**src/rtl/wcd_defines.vh**
```
// constants of the word conversion datapath
`ifndef WCD_DEFINES_VH
`define WCD_DEFINES_VH

// operation codes on opCode
`define WCD_OP_BIN16      3'h0
`define WCD_OP_BIN32      3'h1
`define WCD_OP_HMS2SEC    3'h2
`define WCD_OP_SEC2HMS    3'h3
`define WCD_OP_ONEHOT     3'h4

// source limits
`define WCD_BIN16_MAX     16'h270f
`define WCD_BIN32_MAX     32'h05f5e0ff
`define WCD_SEC_MAX       27'h22550ff
`define WCD_MINSEC_MAX    8'h59

// time factors
`define WCD_SEC_PER_HOUR  27'he10
`define WCD_SEC_PER_MIN   27'h3c

// field positions of the first time word
`define WCD_SEC_LSB       0
`define WCD_MIN_LSB       8

// digit designator fields
`define WCD_DI_START_LSB  0
`define WCD_DI_COUNT_LSB  4
`define WCD_DI_DIGIT_MAX  4'h3

// reset values
`define WCD_RES_RESET     16'h0000
`define WCD_FLAG_RESET    1'b0

`endif

```
**src/rtl/wcd_datapath.v**
```verilog
// word conversion datapath: binary/time to bcd and digit decoder
// Functional notes
// - 16-bit source above 270f: no conversion, result word kept.
// - 16-bit result is the equal bcd value; source never touched.
// - error flag set when 16-bit source above 270f.
// - zero flag follows each produced result: set if zero.
// - 32-bit source above 05f5e0ff: no conversion, both words kept.
// - 32-bit source from two words, eight bcd digits to two words.
// - time source: seconds bits 0-7, minutes 8-15, hours next word.
// - total seconds written as bcd to two result words.
// - error when time source not bcd or seconds/minutes above 59.
// - error when source or result pair crosses a data area.
// - time result: seconds bits 0-7, minutes 8-15, hours next word.
// - error when seconds source not bcd or out of range.
// - decoder does nothing while execution condition is off.
// - each source digit 0-15 sets that bit, one word per digit.
// - start digit and digit count come from the designator.
// - designator 0001 decodes one digit starting at digit 1.
// - digits past digit 3 wrap back to digit 0 of the source.
// - error on undefined designator or result words out of area.
// - error on any faulty indirectly addressed word.
`timescale 1ns/1ps
`include "wcd_defines.vh"
module wcd_datapath (
   input  wire        core_clk,
   input  wire        rst_n,
   input  wire        opStart,
   input  wire        execCond,
   input  wire [2:0]  opCode,
   input  wire [15:0] srcWord0,
   input  wire [15:0] srcWord1,
   input  wire [15:0] digitDesignator,
   input  wire        srcAreaSame,
   input  wire        dstAreaSame,
   input  wire [2:0]  resultRoom,
   input  wire        indirectFault,
   output reg         opDone,
   output reg  [3:0]  resWrite,
   output reg  [15:0] resWord0,
   output reg  [15:0] resWord1,
   output reg  [15:0] resWord2,
   output reg  [15:0] resWord3,
   output reg         errorFlag,
   output reg         zeroFlag
);
   reg         rstMeta_n;
   reg         rstSync_n;

   wire [31:0] convBcd;
   wire [31:0] hoursBcd;
   reg  [31:0] convBin;

   reg         srcIsBcd;
   reg  [26:0] hmsSeconds;
   reg  [26:0] secValue;
   reg  [26:0] hoursBin;
   reg  [26:0] remSec;
   reg  [26:0] minBin;
   reg  [26:0] secBin;
   reg  [7:0]  minBcd;
   reg  [7:0]  secBcd;

   wire [1:0]  diStart;
   wire [3:0]  diCountM1;
   wire        diUndefined;
   wire [2:0]  diCount;
   wire [63:0] onehotWords;

   reg         next_done;
   reg  [3:0]  next_write;
   reg  [15:0] next_res0;
   reg  [15:0] next_res1;
   reg  [15:0] next_res2;
   reg  [15:0] next_res3;
   reg         next_error;
   reg         next_zero;

   // true when every nibble of a word is a decimal digit
   function isBcd16;
      input [15:0] w;
      begin
         isBcd16 = (w[3:0] < 4'ha) && (w[7:4] < 4'ha) &&
                   (w[11:8] < 4'ha) && (w[15:12] < 4'ha);
      end
   endfunction

   // two bcd digits to binary
   function [26:0] bcd2Bin;
      input [7:0] d;
      begin
         bcd2Bin = {23'h0, d[7:4]} * 27'ha + {23'h0, d[3:0]};
      end
   endfunction

   // four bcd digits to binary
   function [26:0] bcd4Bin;
      input [15:0] d;
      begin
         bcd4Bin = bcd2Bin(d[15:8]) * 27'h64 + bcd2Bin(d[7:0]);
      end
   endfunction

   // binary below 100 to two bcd digits
   function [7:0] bin2Bcd;
      input [26:0] v;
      reg   [26:0] tens;
      reg   [26:0] ones;
      begin
         tens = v / 27'ha;
         ones = v - tens * 27'ha;
         bin2Bcd = {tens[3:0], ones[3:0]};
      end
   endfunction

   // reset released through two flip-flops
   always @(posedge core_clk or negedge rst_n) begin
      if (!rst_n) begin
         rstMeta_n <= 1'b0;
         rstSync_n <= 1'b0;
      end else begin
         rstMeta_n <= 1'b1;
         rstSync_n <= rstMeta_n;
      end
   end

   // time arithmetic for both directions
   always @* begin
      srcIsBcd   = isBcd16(srcWord0) && isBcd16(srcWord1);
      hmsSeconds = bcd4Bin(srcWord1) * `WCD_SEC_PER_HOUR
                 + bcd2Bin(srcWord0[`WCD_MIN_LSB +: 8])
                   * `WCD_SEC_PER_MIN
                 + bcd2Bin(srcWord0[`WCD_SEC_LSB +: 8]);
      secValue   = bcd4Bin(srcWord1) * 27'h2710 + bcd4Bin(srcWord0);
      hoursBin   = secValue / `WCD_SEC_PER_HOUR;
      remSec     = secValue - hoursBin * `WCD_SEC_PER_HOUR;
      minBin     = remSec / `WCD_SEC_PER_MIN;
      secBin     = remSec - minBin * `WCD_SEC_PER_MIN;
      minBcd     = bin2Bcd(minBin);
      secBcd     = bin2Bcd(secBin);
   end

   // binary value fed to the shared bcd converter
   always @* begin
      case (opCode)
         `WCD_OP_BIN16:   convBin = {16'h0, srcWord0};
         `WCD_OP_BIN32:   convBin = {srcWord1, srcWord0};
         `WCD_OP_HMS2SEC: convBin = {5'h0, hmsSeconds};
         default:         convBin = {16'h0, srcWord0};
      endcase
   end

   wcd_bin_to_bcd convUnit (
      .binIn  (convBin),
      .bcdOut (convBcd)
   );

   // hours of the seconds-to-time result
   wcd_bin_to_bcd hoursUnit (
      .binIn  ({5'h0, hoursBin}),
      .bcdOut (hoursBcd)
   );

   // designator fields
   assign diStart     = digitDesignator[`WCD_DI_START_LSB +: 2];
   assign diCountM1   = digitDesignator[`WCD_DI_COUNT_LSB +: 4];
   assign diUndefined =
      (digitDesignator[`WCD_DI_START_LSB +: 4] > `WCD_DI_DIGIT_MAX) ||
      (diCountM1 > `WCD_DI_DIGIT_MAX);
   assign diCount     = {1'b0, diCountM1[1:0]} + 3'h1;

   // one decoded word per result slot
   genvar slot;
   generate
      for (slot = 0; slot < 4; slot = slot + 1) begin : decodeSlot
         wire [1:0] digIdx;
         wire [3:0] digVal;
         assign digIdx = diStart + slot[1:0];
         assign digVal = srcWord0[4*digIdx +: 4];
         assign onehotWords[16*slot +: 16] =
            16'h0001 << digVal;
      end
   endgenerate

   // operation result and flag selection
   always @* begin
      next_done  = 1'b0;
      next_write = 4'h0;
      next_res0  = resWord0;
      next_res1  = resWord1;
      next_res2  = resWord2;
      next_res3  = resWord3;
      next_error = errorFlag;
      next_zero  = zeroFlag;
      if (opStart) begin
         next_done = 1'b1;
         if (execCond) begin
            next_error = 1'b0;
            case (opCode)
               `WCD_OP_BIN16: begin
                  if (indirectFault) begin
                     next_error = 1'b1;
                  end else if (srcWord0 > `WCD_BIN16_MAX) begin
                     next_error = 1'b1;
                  end else begin
                     next_res0  = convBcd[15:0];
                     next_write = 4'h1;
                     next_zero  = (convBcd[15:0] == 16'h0);
                  end
               end
               `WCD_OP_BIN32: begin
                  if (indirectFault) begin
                     next_error = 1'b1;
                  end else if ({srcWord1, srcWord0} > `WCD_BIN32_MAX)
                  begin
                     next_error = 1'b1;
                  end else begin
                     next_res0  = convBcd[15:0];
                     next_res1  = convBcd[31:16];
                     next_write = 4'h3;
                     next_zero  = (convBcd == 32'h0);
                  end
               end
               `WCD_OP_HMS2SEC: begin
                  if (indirectFault) begin
                     next_error = 1'b1;
                  end else if (!srcAreaSame || !dstAreaSame) begin
                     next_error = 1'b1;
                  end else if (!srcIsBcd ||
                     srcWord0[`WCD_SEC_LSB +: 8] > `WCD_MINSEC_MAX ||
                     srcWord0[`WCD_MIN_LSB +: 8] > `WCD_MINSEC_MAX)
                  begin
                     next_error = 1'b1;
                  end else begin
                     next_res0  = convBcd[15:0];
                     next_res1  = convBcd[31:16];
                     next_write = 4'h3;
                     next_zero  = (convBcd == 32'h0);
                  end
               end
               `WCD_OP_SEC2HMS: begin
                  if (indirectFault) begin
                     next_error = 1'b1;
                  end else if (!srcAreaSame || !dstAreaSame) begin
                     next_error = 1'b1;
                  end else if (!srcIsBcd ||
                     secValue > `WCD_SEC_MAX) begin
                     next_error = 1'b1;
                  end else begin
                     next_res0  = {minBcd, secBcd};
                     next_res1  = hoursBcd[15:0];
                     next_write = 4'h3;
                     next_zero  = (secValue == 27'h0);
                  end
               end
               `WCD_OP_ONEHOT: begin
                  if (indirectFault) begin
                     next_error = 1'b1;
                  end else if (diUndefined ||
                     diCount > resultRoom) begin
                     next_error = 1'b1;
                  end else begin
                     next_res0  = onehotWords[15:0];
                     next_res1  = onehotWords[31:16];
                     next_res2  = onehotWords[47:32];
                     next_res3  = onehotWords[63:48];
                     next_write = (4'h1 << diCount) - 4'h1;
                     next_zero  = 1'b0;
                  end
               end
               default: begin
                  next_error = 1'b1;
               end
            endcase
         end
      end
   end

   // registered results, write strobes and flags
   always @(posedge core_clk or negedge rstSync_n) begin
      if (!rstSync_n) begin
         opDone    <= 1'b0;
         resWrite  <= 4'h0;
         resWord0  <= `WCD_RES_RESET;
         resWord1  <= `WCD_RES_RESET;
         resWord2  <= `WCD_RES_RESET;
         resWord3  <= `WCD_RES_RESET;
         errorFlag <= `WCD_FLAG_RESET;
         zeroFlag  <= `WCD_FLAG_RESET;
      end else begin
         opDone    <= next_done;
         resWrite  <= next_write;
         resWord0  <= next_res0;
         resWord1  <= next_res1;
         resWord2  <= next_res2;
         resWord3  <= next_res3;
         errorFlag <= next_error;
         zeroFlag  <= next_zero;
      end
   end
endmodule // wcd_datapath

```
**src/rtl/wcd_bin_to_bcd.v**
```verilog
// binary to eight-digit bcd converter, combinational
`timescale 1ns/1ps
module wcd_bin_to_bcd (
   input  wire [31:0] binIn,
   output reg  [31:0] bcdOut
);
   integer bitIdx;
   integer digIdx;
   reg     [63:0] work;

   // shift-and-add-three over all input bits
   always @* begin
      work = {32'h0, binIn};
      for (bitIdx = 0; bitIdx < 32; bitIdx = bitIdx + 1) begin
         for (digIdx = 0; digIdx < 8; digIdx = digIdx + 1) begin
            if (work[32 + 4*digIdx +: 4] > 4'h4) begin
               work[32 + 4*digIdx +: 4] =
                  work[32 + 4*digIdx +: 4] + 4'h3;
            end
         end
         work = {work[62:0], 1'b0};
      end
      bcdOut = work[63:32];
   end
endmodule // wcd_bin_to_bcd

```
**config.mk**
```make
export PLATFORM = sky130hd
export DESIGN_NAME = wcd_datapath
export DESIGN_NICKNAME = d
export VERILOG_FILES = /design/src/rtl/wcd_datapath.v /design/src/rtl/wcd_bin_to_bcd.v
export VERILOG_INCLUDE_DIRS = /design/src /design/src/rtl
export SDC_FILE = /design/constraint.sdc
export NUM_CORES = 2
export LEC_CHECK = 0
export ABC_AREA = 1
export BUFFER_PORTS_ARGS = -buffer_cell sky130_fd_sc_hd__buf_2
export CAP_MARGIN = 25
export CORE_AREA = 8 8 287 427
export CTS_CLUSTER_SIZE = 24
export DETAILED_ROUTE_END_ITERATION = 10
export DIE_AREA = 0 0 295 435
export GPL_ROUTABILITY_DRIVEN = 0
export PLACE_DENSITY_LB_ADDON = 0.08
export SYNTH_ARGS = -nofsm -noshare
export SYNTH_HDL_FRONTEND = slang
export SYNTH_SLANG_ARGS = --single-unit
```
**constraint.sdc**
```tcl
create_clock -name core_clk -period 2.48 [get_ports core_clk]
set_input_delay 0.372 -clock core_clk [delete_from_list [all_inputs] [get_ports core_clk]]
set_output_delay 0.372 -clock core_clk [all_outputs]
set_load 0.01 [all_outputs]
```
==> impl_metrics.yaml, run 1 <==
synth:
  synthMostInstantiatedCell: "nand2_1"
  synth-main-ff-cell: "dfrtp_1"
  synth_xor_area_share_pct: 9.50
  synth_area_leaders: "ha_1 15%, nand2_1 13%, inv_1 11%, xor2_1 6.9%, nor2_1 5.2%"
  synth_top_area_share_pct: 15.2
  synth_edf_count: 0
  ys_types: 97
  synth_warnings: 0
  synthSimpleGateAreaFrac_pct: 42.4
  ys_seq_area_share_pct: 2.78
  synth-compound-area-share_pct: 11.7
  synth_top_family_by_area: "simple AND/OR/NAND/NOR gates"
  synth_fp_nets: 11600
  synth_area_mm2: 0.0657
  synth_common_cells: "2283 x nand2_1, 1881 x inv_1, 906 x nor2_1, 797 x ha_1, 580 x nand3_1"
  synthArstFlopShare_pct: 100
  synth-seq-cells: 73
  synth_cells: 10600
  yosys.area_share.adder_pct: 20.0
  synth.largest_area_cell: "ha_1"
  muxShareOfSynthArea_pct: 0.215
  synth.avg_cell_area_um2: 6.21
clock_network:
  cts_buffers: 9
  cts-root-buf: "clkbuf_16"
  cts_buffer_depth: 2
  cts.sinks: 73
  htreeDepth: 3
floorplanning:
  die_h_um: 435
  dieWidth_um: 295
  initial_core_util_pct: 56.7
  num_rows: 153
  ios: 132
place:
  dp_hpwl_mm: 213
  placedCellCount: 15600
  pre_cts_ws_ps: -55940
  port-buffer-count: 123
outcome:
  outcome: "stopped before the end"
  stop_stage: "5_1_grt"
  error: "[ERROR GRT-0116] Global routing finished with congestion. Check the congestion regions in the DRC Viewer."
global_routing:
  grt-ovfl-total: 112
  grtUsageTotal_pct: 56.8
  grt_pass1_wl_mm: 578
  grt_pass1_vias: 107000
  grt_max_degree: 41
-- stage by stage --
step | utilization [%] | instance area, µm²
after floorplan | - | 68300
after global placement | 83.0 | 96100
after detailed placement | 83.0 | 96100
after CTS | 87.7 | 102000
-- cells by family after synthesis --
| logic type | Yosys count |
|---|---|
| AOI/OAI and AO/OA | 1319 |
| adders and majority gates | 956 |
| xor gates and xnor gates | 700 |
| and+or+nand+nor | 5389 |
| DFF | 73 |
| muxes | 14 |
| buffers and inverters | 2125 |
| other | 1 |
-- per-layer routing --
metal / global-route usage (%) / GRT overflow
met5: 17.3 / 1
met4: 56.3 / 38
met3: 39.5 / 2
met2: 80.2 / 71
met1: 51.3 / 0
-- timing repair --
action / 4_1_cts
gates cloned: 7
hold endpoints to repair: 2
pin swaps: 452
gates resized for setup: 584
setup buffers: 335
endpoints found under the setup margin: 36
hold buffers: 1
==> run 2: changes to the inputs <==
--- a/config.mk
+++ b/config.mk
@@ -9,12 +9,11 @@
 export ABC_AREA = 1
 export BUFFER_PORTS_ARGS = -buffer_cell sky130_fd_sc_hd__buf_2
 export CAP_MARGIN = 25
-export CORE_AREA = 8 8 287 427
-export CTS_CLUSTER_SIZE = 24
+export CORE_AREA = 8 8 415 417
 export DETAILED_ROUTE_END_ITERATION = 10
-export DIE_AREA = 0 0 295 435
+export DIE_AREA = 0 0 423 425
 export GPL_ROUTABILITY_DRIVEN = 0
-export PLACE_DENSITY_LB_ADDON = 0.08
+export PLACE_DENSITY_LB_ADDON = 0.15
 export SYNTH_ARGS = -nofsm -noshare
 export SYNTH_HDL_FRONTEND = slang
 export SYNTH_SLANG_ARGS = --single-unit
==> run 2 against run 1 <==
  * The flow now finishes, with violations (setup timing)
  * Synthesized area unchanged
  * Synthesized cell count stayed put
==> impl_metrics.yaml, run 2 <==
synth:
  synth.largest_area_cell: "ha_1"
  synth_xor_area_share_pct: 9.50
  ys_types: 97
  synth_warnings: 0
  synth_common_cells: "2283 x nand2_1, 1881 x inv_1, 906 x nor2_1, 797 x ha_1, 580 x nand3_1"
  synthMostInstantiatedCell: "nand2_1"
  synth.avg_cell_area_um2: 6.21
  synth_fp_nets: 11600
  synth_cells: 10600
  synth_area_mm2: 0.0657
  synth-seq-cells: 73
  ys_seq_area_share_pct: 2.78
  synth_top_area_share_pct: 15.2
  synth_top_family_by_area: "simple AND/OR/NAND/NOR gates"
  synth-compound-area-share_pct: 11.7
  synth_area_leaders: "ha_1 15%, nand2_1 13%, inv_1 11%, xor2_1 6.9%, nor2_1 5.2%"
  synthArstFlopShare_pct: 100
  synthSimpleGateAreaFrac_pct: 42.4
  synth_edf_count: 0
  muxShareOfSynthArea_pct: 0.215
  synth-main-ff-cell: "dfrtp_1"
  yosys.area_share.adder_pct: 20.0
final_layout:
  final_util_pct: 63.8
  multiInputGateArea_mm2: 0.0623
  drive_gt1_share_pct: 46.1
  area_growth_pct: 61.1
  fin_nets: 15500
  seqCellArea_mm2: 0.00183
  stdcell_area_mm2: 0.106
  fillCellCount: 14800
  mostFrequentLayoutCell: "buf_4"
  layout_common_cells: "3751 x buf_4, 1946 x nand2_1, 1710 x inv_1"
detailed_routing:
  wirelength_mm: 236
  viasPerCell: 4.84
  via_count: 80900
  drtIter0Drc: 3831
  drc_errors: 0
  firstDrtPassIters: 6
  drtAntennaViolNets: 0
  routedWlPerCell_um: 14.1
worst_setup_path:
  reg2reg_slack_ps: 1400
  cp_slowest_cell: "fa_1"
  timing.rr.end: "resWord3[7]$_DFFE_PN0P_"
  crit_path_start_kind: "primary input"
  rr_worst_depth: 1
  worstPathArrival_ps: 56880
  cp.required_ps: 2790
  crit_family: "simple AND/OR/NAND/NOR gates"
  slowest_delay_ps: 570
  critPathMaxFanout: 8
  rr_startpoint: "rstSync_n$_DFF_PN0_"
  crit_cells: 465
  path_buf_inv: 104
  crit_type: "in -> reg"
  cp_common_cell: "inv_2"
  endpoint_kind: "flop"
place:
  dp_hpwl_mm: 200
  place_area_mm2: 0.0974
  port-buffer-count: 123
global_routing:
  grt_pass1_vias: 80300
  grt-ovfl-total: 0
  grtUsageTotal_pct: 24.5
  grt_max_degree: 67
  grt_pass1_wl_mm: 376
  antenna_found_initial: 3
floorplanning:
  die_h_um: 425
  ios: 132
  core_mm2: 0.166
  dieArea_mm2: 0.180
  initial_core_util_pct: 39.6
  num_rows: 150
  dieWidth_um: 423
timing:
  fin_crit_ps: 56570
  max-slew-margin-rel_pct: 38.7
  holdWs_ps: 94.6
  tightestPinTransition_ps: 908
  final_max_slew_viol_count: 0
  layout_worst_path_cycle_share_pct: 2280
  rsz0062_at_grt: "true"
  hold_viol_final: 0
  setup_viol: 36
  setup_slack_ps: -54090
  skew_ps: 16.4
  max_freq_mhz: 17.7
hold_path:
  hold_depth: 1
  whs_endpoint: "opDone$_DFF_PN0_"
  hp-start: "opStart"
  hp-class: "in -> reg"
clock_network:
  cts_buffers: 9
  cts_tree: "yes"
  cts.sinks: 73
  clk_latency_ps: 390
  cts-root-buf: "clkbuf_16"
  path_clk_slew_ps: 80
  cts_buffer_depth: 2
  htreeDepth: 3
run:
  drv_cap: 0
outcome:
  outcome: "finished with violations"
  violations: "setup timing"
-- run 2: cell counts after synthesis --
No cell type changed its count.
-- run 2: final cells by class --
cell class                 instances  share of cell area (%)
clock inverter                     7                  0.0946
sequential                        73                    1.73
clock buffer                       9                   0.213
antenna                            3                 0.00709
multi-input combinational       8389                    58.9
timing repair buffer            4001                    29.1
tap                             2204                    2.61
inverter                        2032                    7.41
-- run 2: how the worst max path moves through the flow --
stage                 startpoint                        to  slack [ps]
floorplan           srcWord1[13]   resWord0[2]$_DFFE_PN0P_      -53570
global placement    srcWord1[13]  resWord0[11]$_DFFE_PN0P_      -53440
detailed placement  srcWord1[12]   resWord0[3]$_DFFE_PN0P_      -55080
CTS                 srcWord1[12]   resWord0[3]$_DFFE_PN0P_      -52810
global route        srcWord1[13]   resWord0[3]$_DFFE_PN0P_      -58190
finish               srcWord1[9]   resWord0[3]$_DFFE_PN0P_      -54090
-- run 2: routing by layer --
layer	share of wire, %	vias up	global-route usage [%]
met5	0	-	0
met4	6.7	0	13.6
met3	2.5	513	1.08
met2	52	1385	47.4
met1	39	37700	26.6
li1	-	41300	-
-- run 2: stage by stage --
step           setup TNS, ps  std cells  setup WS [ps]
4_1_cts             -1208610      16500         -52810
3_5_place_dp        -1256820      16300         -55080
6_report            -1220950      16700         -54090
2_1_floorplan       -1183500      10600         -53570
5_1_grt             -1316990      16700         -58190
3_3_place_gp        -1219380      16300         -53440
-- run 2: logic make-up (layout without fill, tap and decap cells) --
logic type / Yosys count / in the layout
adder cells (fa/ha/maj): 956 / 956
flip-flops: 73 / 73
AO/OA/AOI/OAI: 1319 / 1319
XOR/XNOR: 700 / 700
multiplexers: 14 / 14
other: 1 / 4
buffers and inverters: 2125 / 6049
AND/OR/NAND/NOR: 5389 / 5399
-- run 2: timing repair --
item                       in CTS  in global routing
cloned                          9                  7
hold endpoints to repair        2                  0
gates resized for setup       307                883
hold buffers                    1                  0
setup endpoints to repair      36                 36
buffers inserted              146                219
pin swaps                     254                615
Power of run 2 is left out: the tool's default activity adds up to more than one toggle a clock period on the data nets, which glitch-free logic cannot reach.
